## src/skip_exec_regs.svh

```systemverilog
// Constants for the skip and logic move execution datapath
`ifndef SKIP_EXEC_REGS_SVH
`define SKIP_EXEC_REGS_SVH
`define DW 8
`define AW 7
`define OPW 3
`define ACC_RST 8'h00
`define ZERO_RST 1'b0
`define ADDR_RST 7'h00
`define PULSE_RST 1'b0
`define BYTE_ZERO 8'h00
`define BYTE_ONE 8'h01
`define DEST_ACC 1'b0
`define DEST_FILE 1'b1
`endif

```

## src/skip_exec_pkg.sv

```systemverilog
// Types for the skip and logic move execution datapath
package skip_exec_pkg;
  typedef enum logic [2:0] {
    OP_DEC_SKIP = 3'h0,
    OP_INC_SKIP = 3'h1,
    OP_OR_LIT = 3'h2,
    OP_LOAD_LIT = 3'h3,
    OP_OR_FILE = 3'h4,
    OP_STORE = 3'h5,
    OP_NONE = 3'h7
  } op_t;
  typedef enum logic [1:0] {
    ST_RUN = 2'h1,
    ST_SQUASH = 2'h2
  } state_t;
endpackage

```

## src/skip_exec_alu.sv

```systemverilog
// Combinational result unit for the execution datapath
`timescale 1ns/1ps
`include "skip_exec_regs.svh"
module skip_exec_alu (
  input wire skip_exec_pkg::op_t i_op,
  input wire logic [7:0] i_acc,
  input wire logic [7:0] i_file,
  input wire logic [7:0] i_lit,
  output logic [7:0] o_result
);
  always_comb begin
    case (i_op)
      skip_exec_pkg::OP_DEC_SKIP: o_result = i_file - `BYTE_ONE;
      skip_exec_pkg::OP_INC_SKIP: o_result = i_file + `BYTE_ONE;
      skip_exec_pkg::OP_OR_LIT: o_result = i_acc | i_lit;
      skip_exec_pkg::OP_LOAD_LIT: o_result = i_lit;
      skip_exec_pkg::OP_OR_FILE: o_result = i_acc | i_file;
      skip_exec_pkg::OP_STORE: o_result = i_acc;
      default: o_result = `BYTE_ZERO;
    endcase
  end
endmodule

```

## src/skip_exec.sv

```systemverilog
// Execution datapath for skip, OR, literal load and store instructions
`timescale 1ns/1ps
`include "skip_exec_regs.svh"
module skip_exec (
  input wire logic i_clk,
  input wire logic i_arst_n,
  input wire logic i_valid,
  input wire skip_exec_pkg::op_t i_op,
  input wire logic i_dest,
  input wire logic [6:0] i_addr,
  input wire logic [7:0] i_lit,
  input wire logic [7:0] i_file_rdata,
  output logic [7:0] o_acc,
  output logic o_zero,
  output logic o_file_we,
  output logic [6:0] o_file_addr,
  output logic [7:0] o_file_wdata,
  output logic o_squashed,
  output logic o_retired
);
  // ------------------------------------------------------------
  // Result and decode
  // ------------------------------------------------------------
  function automatic logic is_zero(input logic [7:0] v);
    is_zero = (v == `BYTE_ZERO);
  endfunction

  logic [7:0] acc_q;
  logic zero_q;
  logic file_we_q;
  logic [6:0] file_addr_q;
  logic [7:0] file_wdata_q;
  logic squashed_q;
  logic retired_q;
  skip_exec_pkg::state_t state_q;
  logic [7:0] result;
  logic exec;
  logic is_skip;
  logic to_file;
  logic to_acc;
  logic sets_zero;

  skip_exec_alu u_alu (
    .i_op(i_op),
    .i_acc(acc_q),
    .i_file(i_file_rdata),
    .i_lit(i_lit),
    .o_result(result)
  );

  // An instruction in the squash slot is dropped whole
  assign exec = i_valid && (state_q == skip_exec_pkg::ST_RUN);
  assign is_skip = (i_op == skip_exec_pkg::OP_DEC_SKIP) ||
                   (i_op == skip_exec_pkg::OP_INC_SKIP);
  assign to_file = exec && ((i_op == skip_exec_pkg::OP_STORE) ||
                   ((is_skip || i_op == skip_exec_pkg::OP_OR_FILE) &&
                    i_dest == `DEST_FILE));
  assign to_acc = exec && ((i_op == skip_exec_pkg::OP_OR_LIT) ||
                  (i_op == skip_exec_pkg::OP_LOAD_LIT) ||
                  ((is_skip || i_op == skip_exec_pkg::OP_OR_FILE) &&
                   i_dest == `DEST_ACC));
  assign sets_zero = exec && ((i_op == skip_exec_pkg::OP_OR_LIT) ||
                     (i_op == skip_exec_pkg::OP_OR_FILE));

  // ------------------------------------------------------------
  // Accumulator
  // ------------------------------------------------------------
  always_ff @(posedge i_clk or negedge i_arst_n) begin
    if (!i_arst_n) begin
      acc_q <= `ACC_RST;
    end else if (to_acc) begin
      acc_q <= result;
    end
  end

  // ------------------------------------------------------------
  // Zero flag
  // ------------------------------------------------------------
  always_ff @(posedge i_clk or negedge i_arst_n) begin
    if (!i_arst_n) begin
      zero_q <= `ZERO_RST;
    end else if (sets_zero) begin
      zero_q <= is_zero(result);
    end
  end

  // ------------------------------------------------------------
  // File register write port
  // ------------------------------------------------------------
  always_ff @(posedge i_clk or negedge i_arst_n) begin
    if (!i_arst_n) begin
      file_we_q <= `PULSE_RST;
      file_addr_q <= `ADDR_RST;
      file_wdata_q <= `BYTE_ZERO;
    end else begin
      file_we_q <= to_file;
      if (to_file) begin
        file_addr_q <= i_addr;
        file_wdata_q <= result;
      end
    end
  end

  // ------------------------------------------------------------
  // Skip control
  // ------------------------------------------------------------
  always_ff @(posedge i_clk or negedge i_arst_n) begin
    if (!i_arst_n) begin
      state_q <= skip_exec_pkg::ST_RUN;
      squashed_q <= `PULSE_RST;
      retired_q <= `PULSE_RST;
    end else begin
      retired_q <= exec;
      squashed_q <= i_valid && (state_q == skip_exec_pkg::ST_SQUASH);
      case (state_q)
        skip_exec_pkg::ST_RUN: begin
          if (exec && is_skip && is_zero(result)) begin
            state_q <= skip_exec_pkg::ST_SQUASH;
          end
        end
        skip_exec_pkg::ST_SQUASH: begin
          if (i_valid) begin
            state_q <= skip_exec_pkg::ST_RUN;
          end
        end
        default: state_q <= skip_exec_pkg::ST_RUN;
      endcase
    end
  end

  assign o_acc = acc_q;
  assign o_zero = zero_q;
  assign o_file_we = file_we_q;
  assign o_file_addr = file_addr_q;
  assign o_file_wdata = file_wdata_q;
  assign o_squashed = squashed_q;
  assign o_retired = retired_q;
endmodule

```

## config.mk

```make
export PLATFORM = sky130hd
export DESIGN_NAME = skip_exec
export DESIGN_NICKNAME = d
export VERILOG_FILES = /design/src/skip_exec_pkg.sv /design/src/skip_exec_alu.sv /design/src/skip_exec.sv
export VERILOG_INCLUDE_DIRS = /design/src
export SDC_FILE = /design/constraint.sdc
export NUM_CORES = 1
export LEC_CHECK = 0
export BUFFER_PORTS_ARGS = -buffer_cell sky130_fd_sc_hd__buf_4
export CORE_MARGIN = 2
export CORE_UTILIZATION = 50
export CTS_BUF_LIST = sky130_fd_sc_hd__clkbuf_16
export DETAILED_ROUTE_END_ITERATION = 8
export PLACE_DENSITY = 0.84
export SYNTH_ARGS = -nofsm -noshare
export SYNTH_HDL_FRONTEND = slang
export SYNTH_SLANG_ARGS = --single-unit
```

## constraint.sdc

```tcl
create_clock -name i_clk -period 1.96 [get_ports i_clk]
set_input_delay 0.098 -clock i_clk [delete_from_list [all_inputs] [get_ports i_clk]]
set_output_delay 0.098 -clock i_clk [all_outputs]
set_load 0.1 [all_outputs]
```

==> results by stage, run 1 <==
Yosys:
- Counting instances in the post-synthesis netlist gives the leading cell types as sky130_fd_sc_hd__dfrtp_1, sky130_fd_sc_hd__a21oi_1, sky130_fd_sc_hd__mux2_1, sky130_fd_sc_hd__nor2_1, sky130_fd_sc_hd__nand2_1.
- The share of the Yosys chip area taken by registers is a little over two fifths.
- The most numerous cell in the Yosys netlist is sky130_fd_sc_hd__dfrtp_1.
- The total number of yosys warnings is 0.
- Yosys mapped the design onto 48 distinct sky130hd cell types.
- The post-synthesis average cell area is 10.5 sq um.
- Sorting the synthesized cells by area gives the leading types as sky130_fd_sc_hd__dfrtp_1, sky130_fd_sc_hd__mux2_1, sky130_fd_sc_hd__a21oi_1.
- For this run, the leading register cell type out of synthesis is sky130_fd_sc_hd__dfrtp_1.
- The share of flip-flops with an asynchronous set or reset is between 90% and 100%.
- The cell count after synthesis is ~170.
- Yosys mapped a number of flops with a built-in enable equal to 0.
- The total nets after synthesis is between 200 and 250.
- The biggest area contributor in the post-synthesis netlist is sky130_fd_sc_hd__dfrtp_1.
- The summed instance area of the synthesized netlist is ~1700 sq um.
- Counting flops and latches in the post-synthesis netlist gives 29.
- The share of the synthesized area in the top cell type is between 40% and 50%.

Worst setup path:
- The endpoint type of the worst setup path is a flop.
- The setup check on the worst reg-to-reg path leaves a slack of around 0.23 ns.
- The peak fanout along the critical path is 6.
- The endpoint of the lowest-slack register-to-register path is state_q[1].
- STA classifies the critical path startpoint as an input pin.
- The critical path startpoint is i_op[2].
- The capture point of the critical path is state_q[1].
- Traced cell by cell, the critical path runs through buf_4, nor2_4, nand2_2, inv_2, fa_1, nand2b_1, a211oi_1, mux2i_1, nor2_2, nand4_1, o31ai_2.
- The critical path required time is around 2.1 ns.
- The startpoint identified for the worst register-to-register timing path is o_acc[0].
- STA puts the critical path data arrival time at just over 2 ns.
- The worst setup path is of the input pin to flop kind.
- For this run, the slowest stage of the critical path takes 0.40 ns.
- The cell depth of the worst flop-to-flop path is 5.
- The slowest stage of the critical path is the sky130_fd_sc_hd__fa_1 cell.

Power:
- Net switching is approximately half of the power.
- The sequential share of power is a little over a quarter.
- The leakage component of the power is between 1 and 1.5 nW.
- The share of total power dissipated in combinational logic is about half.
- IR analysis of the VDD net gives a maximum drop of 0.000977 V.
- For this design the ratio of total power to cell area is ~1200 nW/um^2.
- Internal power comes to 1.55 mW.
- The post-route total power is 3.02 mW.
- The net load switching power is roughly 1.5 mW.
- The clock network is responsible for between 20% and 30% of the overall power.

Status:
- The run finished with clean final reports.

CTS:
- Clock tree synthesis inserted a total of 5 buffers.
- The clock passes through at most 2 buffers.
- The post-CTS setup buffer count is 0.
- The clock tree root buffer cell is sky130_fd_sc_hd__clkbuf_16.
- The total number of H-tree levels is 2.
- TritonCTS built the clock tree.
- After clock tree synthesis, the clock-pin slew on the worst setup and hold paths is roughly 0.050 ns.
- At the later pin of the worst-skew pair, clock insertion delay measures between 0.2 and 0.3 ns.
- CTS saw 29 sinks.

Detailed routing:
- The number of DRC violations after detailed-routing iteration 0 is 90.
- After detailed routing, the number of vias per cell comes to 5.48.
- In the routed design, unresolved DRC markers number 0.
- The vias after detailed routing is about 1600.
- The pre-antenna-repair detailed-routing pass consisted of 4 iterations.
- Summed over all layers, the routed wires come to roughly 4.4 mm.
- The remaining number of nets flagged by the antenna check after routing is 0.
- The routed length per instance is 15.7 um.

Layout:
- The number of antenna diodes in the final layout is 0.
- From synthesis to final layout, the design area changed by 38.8%.
- The finished layout holds around 280 standard cells, fillers aside.
- With fillers left out, the area of the finished cells amounts to approximately 2400 sq um.
- Across the whole layout, storage elements account for 727 sq um.
- The final standard cell utilization of the core is ~72%.
- In the final layout, the multi-input gates occupy between 900 and 1000 sq um.
- The layout net count is 273.
- The layout cell share with drive strength beyond 1 is between 40% and 50%.
- Fill cells in the final layout number between 200 and 300.

Placement:
- Before CTS, the worst setup slack after placement is -0.202 ns.
- The congestion estimate from routability-driven global placement came to 0.907.
- Counting tap cells, the placed design contains a total of between 200 and 300 instances.
- After legalization and detailed placement, the total HPWL measured around 3.3 mm.
- The count of input and output buffers is 56.
- After detailed placement, the total cell area comes to around 2300 sq um.

Floorplanning:
- From left edge to right edge, the die measures ~63 um.
- The die extent in y is 63.0 um.
- After floorplanning, the core was divided into 21 placement rows.
- The initial utilization of the core area, before any placement, comes to between 50 and 60%.
- The total I/O pin count is 57.
- The core box area is ~3300 sq um.
- The die footprint is a little under 4000 sq um.

STA:
- Static timing analysis puts the maximum clock frequency at 538 MHz.
- The final worst-path cycle share is roughly 95%.
- The count of final hold-check violations is 0.
- Across the routed clock network, the largest skew measured is between 0.007 and 0.008 ns.
- Setup repair after global routing left no endpoint under its margin.
- Headroom to the max-slew limit came out at a little over three fifths.
- The number of endpoints failing setup at the final stage is 0.
- The transition time at the pin with the least slew margin is between 0.5 and 0.6 ns.
- The summed negative setup slack over all endpoints is 0 ns.
- The minimum hold slack is ~0.04 ns.
- The time the worst path needs with I/O delays and setup is 1.86 ns.
- The final-report max-slew violation count is 0.
- Across all setup checks in the final design, the least slack found is around 0.1 ns.

GRT:
- The first global-routing pass estimated about 7.7 mm of wire.
- Entering global routing, the biggest net connects 30 pins.
- The number of antenna violations at the first check in global routing is 0.
- The number of global-route vias before repair is 1630.
- In the global route stage, overall resource usage came out at roughly 25%.
- The global route total overflow is 0.

Run:
- The number of maximum-capacitance constraint violations is 0.

Worst hold path:
- The class of the tightest hold or removal check is input pin to flop.
- The launch instance of the worst min-delay path is i_addr[2].
-- power groups by stage --
stage | registers (mW) | logic (mW) | clock network, mW
after floorplan | 1.65 | 0.303 | 0
after global placement | 0.804 | 1.49 | 0
after detailed placement | 0.806 | 1.51 | 0
after CTS | 0.798 | 1.52 | 0.717
after global routing | 0.819 | 1.58 | 0.751
final | 0.798 | 1.52 | 0.704
-- worst max-delay path: cells and delay by family --
family                   cells  cell delay (ns)
AND/OR/NAND/NOR              5             0.65
AO/OA/AOI/OAI                2             0.59
multiplexers                 1             0.13
adder cells (fa/ha/maj)      1             0.40
buffers and inverters        2             0.16
-- how the worst min path moves through the flow --
| stage | endpoint | slack, ns | cells after the start |
|---|---|---|---|
| floorplan | o_acc[0] | -0.20 | 0 |
| global placement | o_file_addr[5] | 0.04 | 1 |
| detailed placement | o_file_we | 0.04 | 1 |
| CTS | o_file_addr[2] | 0.04 | 2 |
| global route | o_file_addr[0] | 0.04 | 2 |
| finish | o_file_addr[2] | 0.04 | 2 |
-- cells by family (layout without fill, tap and decap cells) --
group / Yosys count / in the layout / share of synthesized area, %
AOI/OAI and AO/OA: 54 / 54 / 21.6
xor gates and xnor gates: 6 / 6 / 3.02
adders and majority gates: 7 / 7 / 5.46
buffers and inverters: 14 / 85 / 5.75
DFF: 29 / 29 / 41.7
muxes: 17 / 17 / 10.8
and+or+nand+nor: 39 / 39 / 11.6
-- layer usage --
layer  wire length [um]  part of all wire [%]  global-route usage (%)
met2               2190                    49                    43.1
met4                 29                  0.65                    5.00
met3                322                   7.3                    6.31
met1               1890                    43                    31.3
met5                  0                     0                       0
-- cell usage in the layout, fill, tap and decap left out, types with 3 or more instances in the layout --
cell type,netlist,final
sky130_fd_sc_hd__dfrtp_1,28,28
sky130_fd_sc_hd__inv_1,3,4
sky130_fd_sc_hd__o21ai_1,6,6
sky130_fd_sc_hd__xnor2_1,3,3
sky130_fd_sc_hd__a21oi_2,3,3
sky130_fd_sc_hd__buf_4,0,71
sky130_fd_sc_hd__xor2_1,3,3
sky130_fd_sc_hd__mux2_2,4,4
sky130_fd_sc_hd__o22ai_1,3,3
sky130_fd_sc_hd__nand2b_1,3,3
sky130_fd_sc_hd__a21oi_1,23,23
sky130_fd_sc_hd__nor2_1,10,10
sky130_fd_sc_hd__clkbuf_16,0,5
sky130_fd_sc_hd__nand2_1,8,8
sky130_fd_sc_hd__ha_1,6,6
sky130_fd_sc_hd__mux2_1,11,11
sky130_fd_sc_hd__nand3_1,6,6
-- cell type report --
type                    count  share of cell area [%]
inverters                   5                   0.880
repair buffers             72                    22.5
multi-input cells         123                    38.5
clock buffers               5                    5.18
flip-flops and latches     29                    30.1
clock inverters             3                   0.569
well taps                  46                    2.38
-- flip-flops by register name, indices dropped and copies added (netlist names) --
register      cells
o_retired         1
o_file_we         1
o_squashed        1
o_zero            1
o_file_addr       7
o_file_wdata      8
state_q           2
o_acc             8
-- repair_timing --
action / 4_1_cts / 5_1_grt
hold buffers: 1 / 0
hold endpoints to repair: 28 / 0
gates resized for setup: 0 / 1
setup endpoints to repair: 0 / 1
Note: power is estimated with default switching activity, not from simulation.
==> inputs of run 2 (changes only) <==
--- a/config.mk
+++ b/config.mk
@@ -7,11 +7,12 @@
 export NUM_CORES = 1
 export LEC_CHECK = 0
 export BUFFER_PORTS_ARGS = -buffer_cell sky130_fd_sc_hd__buf_4
+export CAP_MARGIN = 20
 export CORE_MARGIN = 2
 export CORE_UTILIZATION = 50
 export CTS_BUF_LIST = sky130_fd_sc_hd__clkbuf_16
 export DETAILED_ROUTE_END_ITERATION = 8
-export PLACE_DENSITY = 0.84
+export PLACE_DENSITY_LB_ADDON = 0.3
 export SYNTH_ARGS = -nofsm -noshare
 export SYNTH_HDL_FRONTEND = slang
 export SYNTH_SLANG_ARGS = --single-unit
==> results by stage, run 2 (synthesized netlist as in run 1, its figures left out) <==
Worst hold path:
- The startpoint identified for the worst hold timing path is i_addr[0].
- For hold timing, the worst endpoint is o_file_addr[0].
- The depth of the worst hold-timing path is 2 (unchanged).
- The tightest min-delay check is of the input pin to flop type.

STA:
- The count of final hold-check violations is 0 (unchanged).
- Setup repair after global routing left no endpoint under its margin.
- The minimum hold slack is 0.0368 ns (-0.00302 ns).
- The final worst slack is 0.163 ns (+0.0631 ns).
- The transition time at the pin with the least slew margin is 0.515 ns (-0.0389 ns).
- The time the worst path needs with I/O delays and setup came to 1.80 ns (-0.0631 ns).
- The final-report max-slew violation count is 0 (unchanged).
- The summed negative setup slack over all endpoints was 0 ns (unchanged).
- The relative slew slack was 65.6% (+2.6 points).
- The final worst-path cycle share was 91.7% (-3.2 points).
- The number of endpoints failing setup at the final stage was 0 (unchanged).
- The maximum frequency from static timing analysis is 556 MHz (+3.5%).
- The clock skew after layout is 0.00184 ns (-0.00540 ns).

CTS:
- The clock-pin slew on the worst setup and hold paths is 0.05 ns (about the same).
- The total CTS buffers is 5 (unchanged).
- The number of sinks on the clock net is 29 (unchanged).
- The maximum buffer depth of the clock tree is 2 (unchanged).
- The clock tree root buffer cell is sky130_fd_sc_hd__clkbuf_16.
- The total number of H-tree levels was 2 (unchanged).
- The clock latency reported for the late side of the worst-skew pair is 0.28 ns (about the same).
- The post-CTS setup buffer count came to 0 (unchanged).
- The TritonCTS clock tree is yes.

Floorplanning:
- The die width is 63.0 um (unchanged).
- The effective utilization at floorplan is 52.2% (unchanged).
- The total I/O pin count is 57 (unchanged).
- The die extent in y is 63.0 um (unchanged).
- The number of rows created at floorplan came to 21 (unchanged).
- The die footprint was 3970 sq um (unchanged).
- The core box area is 3340 sq um (unchanged).

Layout:
- The layout net count was 272 (-0.37%).
- The final standard cell utilization of the core is 72.2% (-0.26 points).
- The layout cell share with drive strength beyond 1 is 43.6% (-0.24 points).
- The top cell types in the final layout, fill and taps aside, are sky130_fd_sc_hd__buf_4, sky130_fd_sc_hd__dfrtp_1, sky130_fd_sc_hd__a21oi_1.
- The signed area change from the synthesized netlist to the final layout is 38.3%.
- The number of inserted diodes is 0 (unchanged).
- The library cell used most frequently in the layout, excluding fill and tap cells, is sky130_fd_sc_hd__buf_4.

Detailed routing:
- The number of DRC violations after detailed-routing iteration 0 is 96 (+6.7%).
- The routed length per instance was 16.1 um (+2.8%).
- The number of detailed-route iterations in the first pass is 7 (+3).
- The remaining number of nets flagged by the antenna check after routing is 0 (unchanged).
- The per-cell via count in the routed design is 5.54 (+1.1%).
- The vias after detailed routing is 1563 (+0.77%).
- The number of remaining DRC errors came to 0 (unchanged).
- The final wirelength is 4.55 mm (+2.4%).

Placement:
- The total half-perimeter wirelength after legalization and detailed placement came to 3.42 mm (+2.4%).
- The count of input and output buffers was 56 (unchanged).
- The placer's final routability congestion estimate is 0.900 (-0.73%).
- The pre-CTS setup slack is -0.123 ns (+0.0794 ns).

GRT:
- The global route total overflow was 0 (unchanged).
- The number of global-route vias before repair came to 1643 (+0.80%).
- The largest net degree at the start of global routing is 30 (unchanged).
- The wire length of the first global-routing pass was 7.47 mm (-3.1%).
- The number of antenna violations at the first check in global routing is 0 (unchanged).
- The combined global-route utilization of all metal layers is 24.6% (-0.26 points).

Worst setup path:
- The maximum single-stage delay on the critical path is 0.30 ns (-0.10 ns).
- The number of buffers and inverters on the critical path came to 1 (-1).
- The worst path arrival time came to 1.95 ns (-0.07 ns).
- The nature of the critical path startpoint is an input pin.
- The critical path required time is 2.12 ns (about the same).
- The launching point of the worst reg2reg path is o_acc[0].
- The slowest stage of the critical path belongs to the cell sky130_fd_sc_hd__ha_1.
- The peak fanout along the critical path is 6 (unchanged).
- The cell family with the largest share of critical-path delay is compound AO/OA/AOI/OAI gates.
- The slack of the worst reg-to-reg path is 0.29 ns (+0.06 ns).
- By startpoint and endpoint, the worst setup path is classified as input pin to flop.
- Walking the worst path, the cells encountered are buf_4, nor2_4, nand2_2, ha_1, a211oi_2, o31a_1, o21ai_2, xnor2_1, o31ai_2, mux2_1.
- The cell depth of the worst flop-to-flop path came to 5 (unchanged).
- The endpoint of the lowest-slack register-to-register path is state_q[0].
- The endpoint type of the worst setup path is a flop.

Power:
- The peak supply drop was 0.00126 V (+29%).
- The leakage component of the power was 1.12 nW (-1.1%).
- The power density over the cells was 1260 nW/um^2 (+0.97%).
- The post-route total power is 3.04 mW (+0.61%).

Status:
- The run finished with clean final reports.

Run:
- The number of maximum-capacitance constraint violations is 0 (unchanged).
==> run 2: timing repair <==
item,4_1_cts,5_1_grt
hold buffers,1,0
hold endpoints to repair,28,0
gates resized for setup,0,0
==> run 2: layout make-up <==
class,instances,area [sq um]
clock buffer,5,125
sequential,29,727
inverter,5,21.3
timing repair buffer,71,536
fill,280,928
multi-input combinational,123,925
clock inverter,3,17.5
tap,46,57.6
==> run 2: how the worst max path moves through the flow <==
stage / from / end / depth (start not counted)
2_1_floorplan: o_acc[0] / state_q[0] / 5
3_3_place_gp: i_op[2] / o_file_wdata[7] / 10
3_5_place_dp: i_op[2] / o_acc[7] / 10
4_1_cts: i_op[2] / o_acc[7] / 10
5_1_grt: i_op[2] / o_file_wdata[7] / 10
6_report: i_op[2] / o_acc[7] / 10
==> run 2: per-layer routing <==
layer,vias up,routed length [um],GRT usage (%)
met2,63,2330,43.4
li1,741,-,-
met3,7,293,5.59
met1,752,1860,29.3
met4,0,58,8.61
met5,-,0,0
==> run 2: power by group <==
group	total, mW	switching (mW)	internal (mW)
registers	0.800	0.0838	0.717
logic	1.51	1.14	0.370
clock network	0.728	0.264	0.464
==> run 2: through the flow <==
step / instance area [sq um] / cells
floorplan: 1750 / 166
global placement: 2260 / 273
global route: 2410 / 282
CTS: 2410 / 282
finish: 2410 / 282
detailed placement: 2260 / 273
==> run 2: worst reg2reg max path, delay by kind of cell (launching register included) <==
family / cells / cell delay [ns]
AO/OA/AOI/OAI: 4 / 0.99
flip-flops: 1 / 0.41
AND/OR/NAND/NOR: 1 / 0.20
==> inputs of run 3 (changes only) <==
--- a/config.mk
+++ b/config.mk
@@ -8,11 +8,10 @@
 export LEC_CHECK = 0
 export BUFFER_PORTS_ARGS = -buffer_cell sky130_fd_sc_hd__buf_4
 export CAP_MARGIN = 20
-export CORE_MARGIN = 2
 export CORE_UTILIZATION = 50
 export CTS_BUF_LIST = sky130_fd_sc_hd__clkbuf_16
 export DETAILED_ROUTE_END_ITERATION = 8
-export PLACE_DENSITY_LB_ADDON = 0.3
+export PLACE_DENSITY = 0.79
 export SYNTH_ARGS = -nofsm -noshare
 export SYNTH_HDL_FRONTEND = slang
 export SYNTH_SLANG_ARGS = --single-unit
==> results by stage, run 3 (synthesized netlist as in run 1, its figures left out) <==
Status:
- The flow ran to the end, and the final reports show no timing, DRC or antenna violations.

Layout:
- The number of standard cells in the final layout excluding fillers is 284 (+0.71%).
- The filler cell count is 245 (-13%).
- The area of the multi-input gates is 935 sq um (+1.1%).
- Leaving out fill and tap cells, the most frequent cells in the layout are sky130_fd_sc_hd__buf_4, sky130_fd_sc_hd__dfrtp_1, sky130_fd_sc_hd__a21oi_1.
- The area of all sequential standard cells is 727 sq um (unchanged).
- The layout cell share with drive strength beyond 1 was 44.5% (+0.89 points).
- The library cell used most frequently in the layout, excluding fill and tap cells, is sky130_fd_sc_hd__buf_4.
- The final standard cell utilization of the core is 72.9% (+0.75 points).
- The layout net count came to 274 (+0.74%).
- The signed area change from the synthesized netlist to the final layout is 39.7%.
- The number of inserted diodes is 0 (unchanged).

STA:
- The final worst-path cycle share is 89.9% (-1.8 points).
- The clock skew after layout is 0.00622 ns (+0.00438 ns).
- The relative slew slack is 63.9% (-1.6 points).
- Setup repair after global routing left no endpoint under its margin.
- The maximum frequency from static timing analysis was 567 MHz (+2.0%).
- The transition time at the pin with the least slew margin is 0.539 ns (+0.0243 ns).
- The number of endpoints failing setup at the final stage is 0 (unchanged).
- The count of final hold-check violations was 0 (unchanged).
- The summed negative setup slack over all endpoints is 0 ns (unchanged).
- The time the worst path needs with I/O delays and setup came to 1.76 ns (-0.0350 ns).
- The final-report max-slew violation count is 0 (unchanged).

Run:
- The number of maximum-capacitance constraint violations was 0 (unchanged).

Detailed routing:
- The per-cell via count in the routed design came to 5.60 (+0.95%).
- The final wirelength came to 4.45 mm (-2.0%).
- The number of remaining DRC errors is 0 (unchanged).
- The number of detailed-route iterations in the first pass is 4 (-3).
- The vias after detailed routing is 1589 (+1.7%).
- The remaining number of nets flagged by the antenna check after routing is 0 (unchanged).
- The number of DRC violations after detailed-routing iteration 0 is 89 (-7.3%).
- The routed length per instance is 15.7 um (-2.7%).

GRT:
- The largest net degree at the start of global routing was 30 (unchanged).
- The number of global-route vias before repair is 1511 (-8.0%).
- The number of antenna violations at the first check in global routing was 0 (unchanged).
- The combined global-route utilization of all metal layers is 26.1% (+1.5 points).
- The wire length of the first global-routing pass is 6.90 mm (-7.6%).
- The global route total overflow is 0 (unchanged).

CTS:
- The clock latency reported for the late side of the worst-skew pair is 0.28 ns (about the same).
- The clock tree root buffer cell is sky130_fd_sc_hd__clkbuf_16.
- TritonCTS built the clock tree.
- The maximum buffer depth of the clock tree is 2 (unchanged).
- The clock-pin slew on the worst setup and hold paths is 0.05 ns (about the same).
- The total number of H-tree levels is 2 (unchanged).
- The total CTS buffers is 5 (unchanged).
- The post-CTS setup buffer count is 0 (unchanged).
- The number of sinks on the clock net is 29 (unchanged).

Placement:
- The placed instance count is 275 (+0.73%).
- The count of input and output buffers is 56 (unchanged).
- The placer's final routability congestion estimate is 0.879 (-2.3%).
- The total half-perimeter wirelength after legalization and detailed placement came to 3.42 mm (about the same).

Worst setup path:
- The maximum single-stage delay on the critical path came to 0.31 ns (about the same).
- The slack of the worst reg-to-reg path is 0.30 ns (about the same).
- The cell family contributing the most delay on the critical path is compound AO/OA/AOI/OAI gates.
- The critical path required time is 2.18 ns (+0.06 ns).
- The worst setup path is launched from an input pin.
- The endpoint type of the worst setup path is a flop.
- The peak fanout along the critical path was 7 (+1).
- The signal on the critical path passes through buf_4, nor2_4, nand2_4, ha_1, a211oi_2, o31a_1, o21ai_2, xnor2_1, o31ai_2, mux2_2.
- The number of buffers and inverters on the critical path came to 1 (unchanged).
- The type of the worst setup path is input pin to flop.
- The standard cell with the maximum stage delay on the critical path is sky130_fd_sc_hd__o31ai_2.
- The worst path arrival time is 1.98 ns (+0.03 ns).

Floorplanning:
- The core box area is 3340 sq um (unchanged).
- The number of rows created at floorplan is 21 (unchanged).
- The die extent in y was 61.0 um (-3.2%).
- The effective utilization at floorplan is 52.2% (unchanged).
- The total I/O pin count is 57 (unchanged).
- The die footprint is 3720 sq um (-6.2%).
- The die width is 61.0 um (-3.2%).

Power:
- The peak supply drop is 0.000997 V (-21%).
- The power density over the cells is 1250 nW/um^2 (-0.82%).
- The leakage component of the power is 1.14 nW (+1.7%).

Worst hold path:
- The class of the tightest hold or removal check is input pin to flop.
==> run 3: changes by cell type in the layout (fill, tap and decap cells not counted), sizes merged <==
cell,before,now
buf,70,72
==> run 3: layer usage <==
layer / up-vias / track usage, % / share of wire (%)
met5: - / 0 / 0
met4: 0 / 9.74 / 1.8
met3: 8 / 7.35 / 6.7
met2: 75 / 44.4 / 49
met1: 761 / 31.4 / 42
li1: 745 / - / -
==> run 3: final cells by class <==
| class | instances | share of cell area [%] |
|---|---|---|
| Clock buffer | 5 | 5.14 |
| Clock inverter | 3 | 0.720 |
| Inverter | 5 | 0.874 |
| Multi-Input combinational cell | 123 | 38.4 |
| Sequential cell | 29 | 29.9 |
| Tap cell | 46 | 2.37 |
| Timing Repair Buffer | 73 | 22.6 |
==> run 3: worst reg2reg max path: cells and delay by family, from the launching register on <==
kind	cells	cell delay, ns
buf+inv	1	0.24
flops	1	0.53
mux	1	0.35
simple gates	2	0.41
==> run 3: timing repair <==
item / 4_1_cts / 5_1_grt
hold buffers: 1 / 0
endpoints found under the hold margin: 28 / 0
endpoints found under the setup margin: 0 / 3
gates resized for setup: 0 / 2
==> run 3: worst paths after layout <==
kind | to | startpoint | cells past startpoint
setup / recovery | o_file_wdata[7] | i_op[2] | 10
setup reg to reg | o_file_wdata[0] | state_q[0] | 4
min in group asynchronous | o_file_wdata[4] | i_arst_n | 2
hold reg to reg | o_file_addr[4] | o_file_addr[4] | 1
hold / removal | o_file_addr[4] | i_addr[4] | 2
max in group asynchronous | state_q[0] | i_arst_n | 2
==> run 3: power breakdown <==
group	switching, mW	internal (mW)	leakage, nW
Combinational	1.14	0.375	0.712
Clock	0.255	0.463	0.0696
Sequential	0.0921	0.717	0.355
Total	1.49	1.55	1.14
==> run 3: stage by stage <==
step | hold WS, ns | power, mW | instance area (sq um) | setup WS (ns)
finish | 0.0378 | 3.05 | 2430 | 0.198
global route | 0.0373 | 3.16 | 2430 | 0.0337
CTS | 0.0378 | 3.06 | 2420 | 0.115
detailed placement | 0.0321 | 2.33 | 2270 | -0.165
global placement | 0.0272 | 2.30 | 2270 | -0.124
floorplan | -0.198 | 1.95 | 1750 | 0.0307
